`src/verilog/lane_char_pkg.sv`:
```
// Shared constants for the lane character and scrambler configuration bank
package lane_char_pkg;

  localparam int CHAR_W = 10;
  localparam int REG_W = 16;
  localparam int EXT_REGS = 18;

  // Direct register indices; byte address is four times the index
  localparam logic [15:0] IDX_POINTER = 16'h001E;
  localparam logic [15:0] IDX_DATA = 16'h001F;
  localparam logic [31:0] ADDR_POINTER = {14'h0000, IDX_POINTER, 2'h0};
  localparam logic [31:0] ADDR_DATA = {14'h0000, IDX_DATA, 2'h0};
  localparam logic [15:0] POINTER_RESET = 16'h0000;

  // Slots of the extended register file
  localparam int S_TX_SEARCH = 0;
  localparam int S_TX_REPLACE = 1;
  localparam int S_RX_SEARCH = 2;
  localparam int S_RX_REPLACE = 3;
  localparam int S_TX_IDLE_P = 4;
  localparam int S_TX_IDLE_N = 5;
  localparam int S_RX_IDLE_P = 6;
  localparam int S_RX_IDLE_N = 7;
  localparam int S_TX_CTRL = 8;
  localparam int S_TX_SEED_HI = 9;
  localparam int S_TX_SEED_LO = 10;
  localparam int S_TX_POLY_HI = 11;
  localparam int S_TX_POLY_LO = 12;
  localparam int S_RX_CTRL = 13;
  localparam int S_RX_SEED_HI = 14;
  localparam int S_RX_SEED_LO = 15;
  localparam int S_RX_POLY_HI = 16;
  localparam int S_RX_POLY_LO = 17;

  localparam logic [15:0] EXT_OFFSET [EXT_REGS] = '{
    16'h8000, 16'h8001, 16'h8002, 16'h8003, 16'h8004, 16'h8005,
    16'h8006, 16'h8007, 16'h8009, 16'h800C, 16'h800D, 16'h800E,
    16'h800F, 16'h8019, 16'h801C, 16'h801D, 16'h801E, 16'h801F};

  localparam logic [15:0] EXT_RESET [EXT_REGS] = '{
    16'h02BC, 16'h027C, 16'h027C, 16'h02BC, 16'h02BC, 16'h02BC,
    16'h02BC, 16'h02BC, 16'hFC00, 16'h0000, 16'h01FC, 16'h0000,
    16'h00C0, 16'hFC00, 16'h0000, 16'h01FC, 16'h0000, 16'h00C0};

  // Writable bits; cleared bits read as zero
  localparam logic [15:0] EXT_MASK [EXT_REGS] = '{
    16'h03FF, 16'h03FF, 16'h03FF, 16'h03FF, 16'h03FF, 16'h03FF,
    16'h03FF, 16'h03FF, 16'hFFFF, 16'hFFFF, 16'hFFFE, 16'hFFFF,
    16'hFFFE, 16'hFFFF, 16'hFFFF, 16'hFFFE, 16'hFFFF, 16'hFFFE};

  localparam int CTRL_PRE_BIT = 0;
  localparam int CTRL_POST_BIT = 1;

  localparam logic [1:0] RESP_OKAY = 2'h0;
  localparam logic [1:0] RESP_SLVERR = 2'h2;

endpackage : lane_char_pkg

```
`src/verilog/lane_char_scrambler_config.sv`:
```
// Character and scrambler configuration bank with its data paths
`timescale 1ns/1ps
module lane_char_scrambler_config #(
  parameter int ADDR_W = 32
) (
  input wire logic aclk,
  input wire logic aresetn,
  // AXI4-Lite slave
  input wire logic [ADDR_W-1:0] s_axi_awaddr,
  input wire logic s_axi_awvalid,
  output logic s_axi_awready,
  input wire logic [31:0] s_axi_wdata,
  input wire logic [3:0] s_axi_wstrb,
  input wire logic s_axi_wvalid,
  output logic s_axi_wready,
  output logic [1:0] s_axi_bresp,
  output logic s_axi_bvalid,
  input wire logic s_axi_bready,
  input wire logic [ADDR_W-1:0] s_axi_araddr,
  input wire logic s_axi_arvalid,
  output logic s_axi_arready,
  output logic [31:0] s_axi_rdata,
  output logic [1:0] s_axi_rresp,
  output logic s_axi_rvalid,
  input wire logic s_axi_rready,
  // Transmit: user data to encoder, encoder word to line
  input wire logic [15:0] tx_in_data,
  input wire logic tx_in_valid,
  output logic [15:0] tx_to_enc_data,
  output logic tx_to_enc_valid,
  input wire logic [19:0] tx_from_enc_data,
  input wire logic tx_from_enc_valid,
  output logic [19:0] tx_line_data,
  output logic tx_line_valid,
  // Receive: line word to decoder, decoder data to user
  input wire logic [19:0] rx_line_data,
  input wire logic rx_line_valid,
  output logic [19:0] rx_to_dec_data,
  output logic rx_to_dec_valid,
  input wire logic [15:0] rx_from_dec_data,
  input wire logic rx_from_dec_valid,
  output logic [15:0] rx_out_data,
  output logic rx_out_valid,
  // Idle characters for the framing logic
  output logic [9:0] tx_idle_positive,
  output logic [9:0] tx_idle_negative,
  output logic [9:0] rx_idle_positive,
  output logic [9:0] rx_idle_negative
);

  localparam int N = lane_char_pkg::EXT_REGS;
  localparam int CW = lane_char_pkg::CHAR_W;

  // Extended register file and pointer
  logic [15:0] cfg_q [N];
  logic [15:0] indirect_address_pointer_q;

  // Write channel state
  logic aw_held_q;
  logic [ADDR_W-1:0] aw_addr_q;
  logic w_held_q;
  logic [31:0] w_data_q;
  logic [3:0] w_strb_q;
  logic bvalid_q;
  logic [1:0] bresp_q;

  // Read channel state
  logic rvalid_q;
  logic [31:0] rdata_q;
  logic [1:0] rresp_q;

  logic wr_fire;
  logic wr_to_pointer;
  logic wr_to_data;
  logic ext_hit;
  logic [4:0] ext_slot;
  logic [15:0] ext_rd;
  logic [15:0] indirect_data_port;

  // Lane-merge the low 16 bits of a write under its strobes
  function automatic logic [15:0] merge16(
    input logic [15:0] old_val,
    input logic [31:0] new_val,
    input logic [3:0] strb
  );
    logic [15:0] r;
    r = old_val;
    if (strb[0]) begin
      r[7:0] = new_val[7:0];
    end
    if (strb[1]) begin
      r[15:8] = new_val[15:8];
    end
    return r;
  endfunction : merge16

  // Extended address lookup
  always_comb begin
    ext_hit = 1'b0;
    ext_slot = 5'h00;
    for (int i = 0; i < N; i++) begin
      if (indirect_address_pointer_q == lane_char_pkg::EXT_OFFSET[i]) begin
        ext_hit = 1'b1;
        ext_slot = 5'(i);
      end
    end
  end

  // Unknown extended addresses read as zero
  assign ext_rd = ext_hit ? cfg_q[ext_slot] : 16'h0000;
  assign indirect_data_port = ext_rd;

  // ---------------- Write path ----------------
  assign s_axi_awready = !aw_held_q && !bvalid_q;
  assign s_axi_wready = !w_held_q && !bvalid_q;
  assign wr_fire = aw_held_q && w_held_q && !bvalid_q;
  assign wr_to_pointer = wr_fire &&
    (aw_addr_q == ADDR_W'(lane_char_pkg::ADDR_POINTER));
  assign wr_to_data = wr_fire &&
    (aw_addr_q == ADDR_W'(lane_char_pkg::ADDR_DATA));

  always_ff @(posedge aclk) begin
    if (!aresetn) begin
      aw_held_q <= 1'b0;
      aw_addr_q <= '0;
    end else if (s_axi_awvalid && s_axi_awready) begin
      aw_held_q <= 1'b1;
      aw_addr_q <= s_axi_awaddr;
    end else if (wr_fire) begin
      aw_held_q <= 1'b0;
    end
  end

  always_ff @(posedge aclk) begin
    if (!aresetn) begin
      w_held_q <= 1'b0;
      w_data_q <= 32'h0000_0000;
      w_strb_q <= 4'h0;
    end else if (s_axi_wvalid && s_axi_wready) begin
      w_held_q <= 1'b1;
      w_data_q <= s_axi_wdata;
      w_strb_q <= s_axi_wstrb;
    end else if (wr_fire) begin
      w_held_q <= 1'b0;
    end
  end

  always_ff @(posedge aclk) begin
    if (!aresetn) begin
      bvalid_q <= 1'b0;
      bresp_q <= lane_char_pkg::RESP_OKAY;
    end else if (wr_fire) begin
      bvalid_q <= 1'b1;
      bresp_q <= (wr_to_pointer || wr_to_data) ?
        lane_char_pkg::RESP_OKAY : lane_char_pkg::RESP_SLVERR;
    end else if (s_axi_bready) begin
      bvalid_q <= 1'b0;
    end
  end

  assign s_axi_bvalid = bvalid_q;
  assign s_axi_bresp = bresp_q;

  always_ff @(posedge aclk) begin
    if (!aresetn) begin
      indirect_address_pointer_q <= lane_char_pkg::POINTER_RESET;
    end else if (wr_to_pointer) begin
      indirect_address_pointer_q <=
        merge16(indirect_address_pointer_q, w_data_q, w_strb_q);
    end
  end

  // Each slot keeps its reset value and masks out fixed or unused bits
  for (genvar g = 0; g < N; g++) begin : g_cfg
    always_ff @(posedge aclk) begin
      if (!aresetn) begin
        cfg_q[g] <= lane_char_pkg::EXT_RESET[g];
      end else if (wr_to_data && ext_hit && ext_slot == 5'(g)) begin
        cfg_q[g] <= merge16(cfg_q[g], w_data_q, w_strb_q) &
          lane_char_pkg::EXT_MASK[g];
      end
    end
  end

  // ---------------- Read path ----------------
  assign s_axi_arready = !rvalid_q;

  always_ff @(posedge aclk) begin
    if (!aresetn) begin
      rvalid_q <= 1'b0;
      rdata_q <= 32'h0000_0000;
      rresp_q <= lane_char_pkg::RESP_OKAY;
    end else if (s_axi_arvalid && s_axi_arready) begin
      rvalid_q <= 1'b1;
      if (s_axi_araddr == ADDR_W'(lane_char_pkg::ADDR_POINTER)) begin
        rdata_q <= {16'h0000, indirect_address_pointer_q};
        rresp_q <= lane_char_pkg::RESP_OKAY;
      end else if (s_axi_araddr == ADDR_W'(lane_char_pkg::ADDR_DATA)) begin
        rdata_q <= {16'h0000, indirect_data_port};
        rresp_q <= lane_char_pkg::RESP_OKAY;
      end else begin
        rdata_q <= 32'h0000_0000;
        rresp_q <= lane_char_pkg::RESP_SLVERR;
      end
    end else if (s_axi_rready) begin
      rvalid_q <= 1'b0;
    end
  end

  assign s_axi_rvalid = rvalid_q;
  assign s_axi_rdata = rdata_q;
  assign s_axi_rresp = rresp_q;

  // ---------------- Configuration fields ----------------
  logic [CW-1:0] tx_search_marker;
  logic [CW-1:0] tx_replace_marker;
  logic [CW-1:0] rx_search_marker;
  logic [CW-1:0] rx_replace_marker;
  logic tx_pre_encode_scramble_on;
  logic tx_post_encode_scramble_on;
  logic rx_pre_decode_descramble_on;
  logic rx_post_decode_descramble_on;
  logic [31:0] tx_scramble_seed;
  logic [31:0] tx_scramble_polynomial;
  logic [31:0] rx_descramble_seed;
  logic [31:0] rx_descramble_polynomial;

  assign tx_search_marker = cfg_q[lane_char_pkg::S_TX_SEARCH][CW-1:0];
  assign tx_replace_marker = cfg_q[lane_char_pkg::S_TX_REPLACE][CW-1:0];
  assign rx_search_marker = cfg_q[lane_char_pkg::S_RX_SEARCH][CW-1:0];
  assign rx_replace_marker = cfg_q[lane_char_pkg::S_RX_REPLACE][CW-1:0];

  assign tx_idle_positive = cfg_q[lane_char_pkg::S_TX_IDLE_P][CW-1:0];
  assign tx_idle_negative = cfg_q[lane_char_pkg::S_TX_IDLE_N][CW-1:0];
  assign rx_idle_positive = cfg_q[lane_char_pkg::S_RX_IDLE_P][CW-1:0];
  assign rx_idle_negative = cfg_q[lane_char_pkg::S_RX_IDLE_N][CW-1:0];

  assign tx_pre_encode_scramble_on =
    cfg_q[lane_char_pkg::S_TX_CTRL][lane_char_pkg::CTRL_PRE_BIT];
  assign tx_post_encode_scramble_on =
    cfg_q[lane_char_pkg::S_TX_CTRL][lane_char_pkg::CTRL_POST_BIT];
  assign rx_post_decode_descramble_on =
    cfg_q[lane_char_pkg::S_RX_CTRL][lane_char_pkg::CTRL_PRE_BIT];
  assign rx_pre_decode_descramble_on =
    cfg_q[lane_char_pkg::S_RX_CTRL][lane_char_pkg::CTRL_POST_BIT];

  assign tx_scramble_seed = {cfg_q[lane_char_pkg::S_TX_SEED_HI],
    cfg_q[lane_char_pkg::S_TX_SEED_LO]};
  assign tx_scramble_polynomial = {cfg_q[lane_char_pkg::S_TX_POLY_HI],
    cfg_q[lane_char_pkg::S_TX_POLY_LO]};
  assign rx_descramble_seed = {cfg_q[lane_char_pkg::S_RX_SEED_HI],
    cfg_q[lane_char_pkg::S_RX_SEED_LO]};
  assign rx_descramble_polynomial = {cfg_q[lane_char_pkg::S_RX_POLY_HI],
    cfg_q[lane_char_pkg::S_RX_POLY_LO]};

  // ---------------- Transmit path ----------------
  logic [19:0] tx_post_data;
  logic tx_post_valid;

  // Pre-encoder scrambler, seed reloaded while off
  lfsr_scrambler #(.W(16)) u_tx_pre (
    .aclk(aclk),
    .aresetn(aresetn),
    .enable(tx_pre_encode_scramble_on),
    .seed(tx_scramble_seed),
    .poly(tx_scramble_polynomial),
    .in_data(tx_in_data),
    .in_valid(tx_in_valid),
    .out_data(tx_to_enc_data),
    .out_valid(tx_to_enc_valid)
  );

  // Post-encoder scrambler, bypassed while off
  lfsr_scrambler #(.W(20)) u_tx_post (
    .aclk(aclk),
    .aresetn(aresetn),
    .enable(tx_post_encode_scramble_on),
    .seed(tx_scramble_seed),
    .poly(tx_scramble_polynomial),
    .in_data(tx_from_enc_data),
    .in_valid(tx_from_enc_valid),
    .out_data(tx_post_data),
    .out_valid(tx_post_valid)
  );

  // Markers swapped last so they leave unscrambled
  marker_replacer #(.CHARS(2), .CW(CW)) u_tx_marker (
    .aclk(aclk),
    .aresetn(aresetn),
    .search(tx_search_marker),
    .replace(tx_replace_marker),
    .in_data(tx_post_data),
    .in_valid(tx_post_valid),
    .out_data(tx_line_data),
    .out_valid(tx_line_valid)
  );

  // ---------------- Receive path ----------------
  logic [19:0] rx_swap_data;
  logic rx_swap_valid;

  // Markers swapped first, before any descrambling
  marker_replacer #(.CHARS(2), .CW(CW)) u_rx_marker (
    .aclk(aclk),
    .aresetn(aresetn),
    .search(rx_search_marker),
    .replace(rx_replace_marker),
    .in_data(rx_line_data),
    .in_valid(rx_line_valid),
    .out_data(rx_swap_data),
    .out_valid(rx_swap_valid)
  );

  lfsr_scrambler #(.W(20)) u_rx_pre (
    .aclk(aclk),
    .aresetn(aresetn),
    .enable(rx_pre_decode_descramble_on),
    .seed(rx_descramble_seed),
    .poly(rx_descramble_polynomial),
    .in_data(rx_swap_data),
    .in_valid(rx_swap_valid),
    .out_data(rx_to_dec_data),
    .out_valid(rx_to_dec_valid)
  );

  lfsr_scrambler #(.W(16)) u_rx_post (
    .aclk(aclk),
    .aresetn(aresetn),
    .enable(rx_post_decode_descramble_on),
    .seed(rx_descramble_seed),
    .poly(rx_descramble_polynomial),
    .in_data(rx_from_dec_data),
    .in_valid(rx_from_dec_valid),
    .out_data(rx_out_data),
    .out_valid(rx_out_valid)
  );

endmodule : lane_char_scrambler_config

```
`src/verilog/lfsr_scrambler.sv`:
```
// Additive 32-bit LFSR scrambler, also used as descrambler
`timescale 1ns/1ps
module lfsr_scrambler #(
  parameter int W = 16
) (
  input wire logic aclk,
  input wire logic aresetn,
  input wire logic enable,
  input wire logic [31:0] seed,
  input wire logic [31:0] poly,
  input wire logic [W-1:0] in_data,
  input wire logic in_valid,
  output logic [W-1:0] out_data,
  output logic out_valid
);
  logic [31:0] state_q;
  logic [31:0] state_d;
  logic [W-1:0] mixed;
  logic fb;

  // One LFSR step per data bit, lsb first
  always_comb begin
    state_d = state_q;
    mixed = in_data;
    fb = 1'b0;
    for (int i = 0; i < W; i++) begin
      fb = ^(state_d & poly);
      mixed[i] = in_data[i] ^ fb;
      state_d = {state_d[30:0], fb};
    end
  end

  // Held at the seed while off, so each enable restarts from it
  always_ff @(posedge aclk) begin
    if (!aresetn) begin
      state_q <= 32'h0000_0000;
    end else if (!enable) begin
      state_q <= seed;
    end else if (in_valid) begin
      state_q <= state_d;
    end
  end

  always_ff @(posedge aclk) begin
    if (!aresetn) begin
      out_data <= '0;
      out_valid <= 1'b0;
    end else begin
      out_valid <= in_valid;
      out_data <= enable ? mixed : in_data;
    end
  end

endmodule : lfsr_scrambler

```
`src/verilog/marker_replacer.sv`:
```
// Swaps each matching 10-bit character of a word for a replacement
`timescale 1ns/1ps
module marker_replacer #(
  parameter int CHARS = 2,
  parameter int CW = 10
) (
  input wire logic aclk,
  input wire logic aresetn,
  input wire logic [CW-1:0] search,
  input wire logic [CW-1:0] replace,
  input wire logic [CHARS*CW-1:0] in_data,
  input wire logic in_valid,
  output logic [CHARS*CW-1:0] out_data,
  output logic out_valid
);
  logic [CHARS*CW-1:0] swapped;

  for (genvar g = 0; g < CHARS; g++) begin : g_char
    assign swapped[g*CW +: CW] =
      (in_data[g*CW +: CW] == search) ? replace : in_data[g*CW +: CW];
  end

  always_ff @(posedge aclk) begin
    if (!aresetn) begin
      out_data <= '0;
      out_valid <= 1'b0;
    end else begin
      out_valid <= in_valid;
      out_data <= swapped;
    end
  end

endmodule : marker_replacer

```
`config.mk`:
```
export PLATFORM = sky130hd
export DESIGN_NAME = lane_char_scrambler_config
export DESIGN_NICKNAME = d
export VERILOG_FILES = /design/src/verilog/lane_char_pkg.sv /design/src/verilog/lane_char_scrambler_config.sv /design/src/verilog/lfsr_scrambler.sv /design/src/verilog/marker_replacer.sv
export SDC_FILE = /design/constraint.sdc
export NUM_CORES = 2
export LEC_CHECK = 0
export ABC_CLOCK_PERIOD_IN_PS = 15200
export BUFFER_PORTS_ARGS = -buffer_cell sky130_fd_sc_hd__buf_2
export CORE_ASPECT_RATIO = 1.25
export CORE_MARGIN = 4
export CORE_UTILIZATION = 32
export CTS_CLUSTER_SIZE = 20
export DETAILED_ROUTE_END_ITERATION = 10
export PLACE_DENSITY_LB_ADDON = 0.1
export SLEW_MARGIN = 25
export SYNTH_ARGS = -nofsm -noshare
export SYNTH_HDL_FRONTEND = slang
export SYNTH_SLANG_ARGS = --single-unit
```
`constraint.sdc`:
```
create_clock -name aclk -period 15.2 [get_ports aclk]
set_input_delay 3.04 -clock aclk [delete_from_list [all_inputs] [get_ports aclk]]
set_output_delay 3.04 -clock aclk [all_outputs]
set_load 0.02 [all_outputs]
```
==> impl_results.md <==
- Final period util: 59.45%
- Die Area: 0.1795 sq mm
- Seq/Total Area, Yosys: 24.91%
- CTS buffer count: 78
- Initial Util: 32.21%
- Largest net degree at the start of global routing: 98
- Die X: approximately 380 um
- Worst-Skew Late Latency: between 0.7 and 0.8 ns
- CP Launch Type: flop
- Clock root buffer: clkbuf_16
- Post-synthesis async set-or-reset flop share: 0%
- Fraction of layout cells with a size suffix above 1: ~10%
- Pre-antenna DRT Iters: 5
- Dominant cell type by area after synthesis: xnor2_1
- Slew HR: 21.52%
- CP endpoint kind: flop
- Post-Syn Area: 0.05529 sq mm
- Synthesized flop and latch total: between 500 and 600
- Vias per cell: 5.148
- Final WL: 257800 um
- Deepest clock path buffer count: 3
- Clock sinks: 570
- DP HPWL: 167100 um
- Worst min-delay path class: flop to flop
- Final Wtd Congestion: 0.8589
- Std cell rows: 170
- First-pass GRT wire length: 366100 um
- CP arrival: around 9.6 ns
- Number of synthesized flops with an enable pin: 236
- Clock Skews: 0.04146 ns
- DR WL/cell: 26.73 um
- Endpoints failing setup: 0
- Least-Margin Pin Slew: 1.177 ns
- Drc violations: 0
- Synth area leaders: xnor2_1 (26%), nand2_1 (18%), edfxtp_1 (13%)
- Endpoints failing hold: 0
- Worst Path Required: 15.75 ns
- CP dominant cell by count: nand2_1
- Final Max Tran Viols: 0
- Fmax: 110.7 MHz
- IO Port Bufs: 303
- Crit path kind: flop to flop
- P&R area growth vs syn: 11.15%
- Top cell type's share of synthesized area: 26.01%
- CP Launch Point: cfg_q[11][3]
- Outcome: finished clean
- Yosys cell types: 70
- Starting DRC count in detailed routing: 4281
- Crit path max fanout: 27
- Max Cap Violations: 0
- Initial antenna violation count: 13
- Worst stage delay on the critical path: 0.74 ns
- Syn avg cell area: 7.478 sq um
- Most common cell after layout, fill and taps aside: nand2_1
- Most common flop cell mapped by yosys: dfxtp_1
- Hold_buf cts: 0
- CTS resizes: 0
- CTS clk-pin slew, worst paths: 0.06 ns
- Core Area: 0.1717 sq mm
- Worst setup margin: 6.164 ns
- Vias in the first global route: about 50000
- Unrepaired setup endpoints after global routing: no
- Worst slack at placement: ~6.2 ns
- CTS tree: built
- Most frequent cells in the layout: nand2_1 (2592), xnor2_1 (1638), xor2_1 (469)
- HP Start: u_tx_post.out_valid
- Nets: 7528
- GRT Total Usage: 27.73%
- IO Count: 340
- Setup TNS: 0 ns
- Yosys Warn Count: 0
- CP max-delay cell: xnor2_1
- Die height: 472.7 um
- Via count: 49650
- Post-route ant nets: 0
- Setup Buffers After CTS: 0
- Post-layout min period: 9.036 ns
- Cells after synthesis: around 7400
- Worst r2r src: cfg_q[11][3]
- Number of H-tree levels: 3
- Grt ovf: 0
registers in the layout, summed over array words and instances (netlist names), 2 cells and up:
| signal | cells |
|---|---|
| cfg_q | 236 |
| aw_addr_q | 32 |
| u_rx_post.state_q | 32 |
| u_rx_pre.state_q | 32 |
| u_tx_post.state_q | 32 |
| u_tx_pre.state_q | 32 |
| u_rx_marker.out_data | 20 |
| u_rx_pre.out_data | 20 |
| u_tx_marker.out_data | 20 |
| u_tx_post.out_data | 20 |
| indirect_address_pointer_q | 16 |
| s_axi_rdata | 16 |
| u_rx_post.out_data | 16 |
| u_tx_pre.out_data | 16 |
| w_data_q | 16 |
| w_strb_q | 2 |
cell families (layout without fill, tap and decap cells):
logic type      count (synthesis)  count (layout)  share of synthesized area [%]
mux                           209             209                          3.841
simple gates                 3311            3311                          24.26
buf+inv                       705             701                          5.054
flops                         570             570                          24.91
compound gates                393             393                          4.773
xor+xnor                     2204            2204                          37.15
other cells                     1              20                       0.006783
final cells by class:
| type | count | area, sq um |
|---|---|---|
| diodes | 2 | 5.005 |
| repair buffers | 542 | 3323 |
| clock buffers | 103 | 2160 |
| fillers | 18230 | 110200 |
| flip-flops and latches | 570 | 13790 |
| clock inverters | 38 | 427.9 |
| well taps | 2236 | 2798 |
| inverters | 18 | 75.07 |
| multi-input cells | 6135 | 38870 |
Yosys cell counts, drive strengths merged, types with 14 or more instances:
cell type	n
or3	57
nor4	18
o211ai	15
mux2	19
mux2i	190
xor2	470
clkbuf	491
edfxtp	236
xnor3	77
xnor2	1652
inv	18
a31oi	41
a21oi	85
dfxtp	334
nand3	27
o22ai	24
o21ai	26
nor3	20
nor2b	45
a211oi	173
buf	196
and2	168
nor2	319
nand2	2594
nand4	14
worst paths after layout:
check	end	slack (ns)	depth (start not counted)
min reg2reg	u_tx_marker.out_valid	0.45	1
max	u_tx_post.out_data[19]	6.16	25
max reg2reg	u_tx_post.out_data[19]	6.16	25
min	u_tx_marker.out_valid	0.45	1
worst max-delay path: cells and delay by family, from the launching register on:
kind	cells	cell delay [ns]
XOR/XNOR	13	5.59
buffers and inverters	2	0.86
flip-flops	1	0.72
AND/OR/NAND/NOR	9	1.52
AO/OA/AOI/OAI	1	0.16
layer usage:
| layer | vias up | global-route usage [%] | part of all wire (%) |
|---|---|---|---|
| li1 | 22940 | - | - |
| met1 | 23980 | 34.23 | 40 |
| met2 | 2125 | 48.11 | 48 |
| met3 | 600 | 2.700 | 6.1 |
| met4 | 2 | 14.10 | 5.6 |
| met5 | - | 0 | 0.0050 |
per-stage QoR:
| stage | util, % | hold WS, ns | cell area [sq um] | std cells |
|---|---|---|---|---|
| floorplan | - | 0.4119 | 55350 | 7410 |
| global placement | 34.27 | 0.4288 | 58830 | 9500 |
| detailed placement | 34.29 | 0.4227 | 58850 | 9501 |
| CTS | 35.79 | 0.4460 | 61440 | 9642 |
| global route | 35.80 | 0.4732 | 61450 | 9643 |
| finish | 35.80 | 0.4469 | 61450 | 9644 |
Power is left out: the tool's default activity adds up to more than one toggle a clock period on the data nets, which glitch-free logic cannot reach.
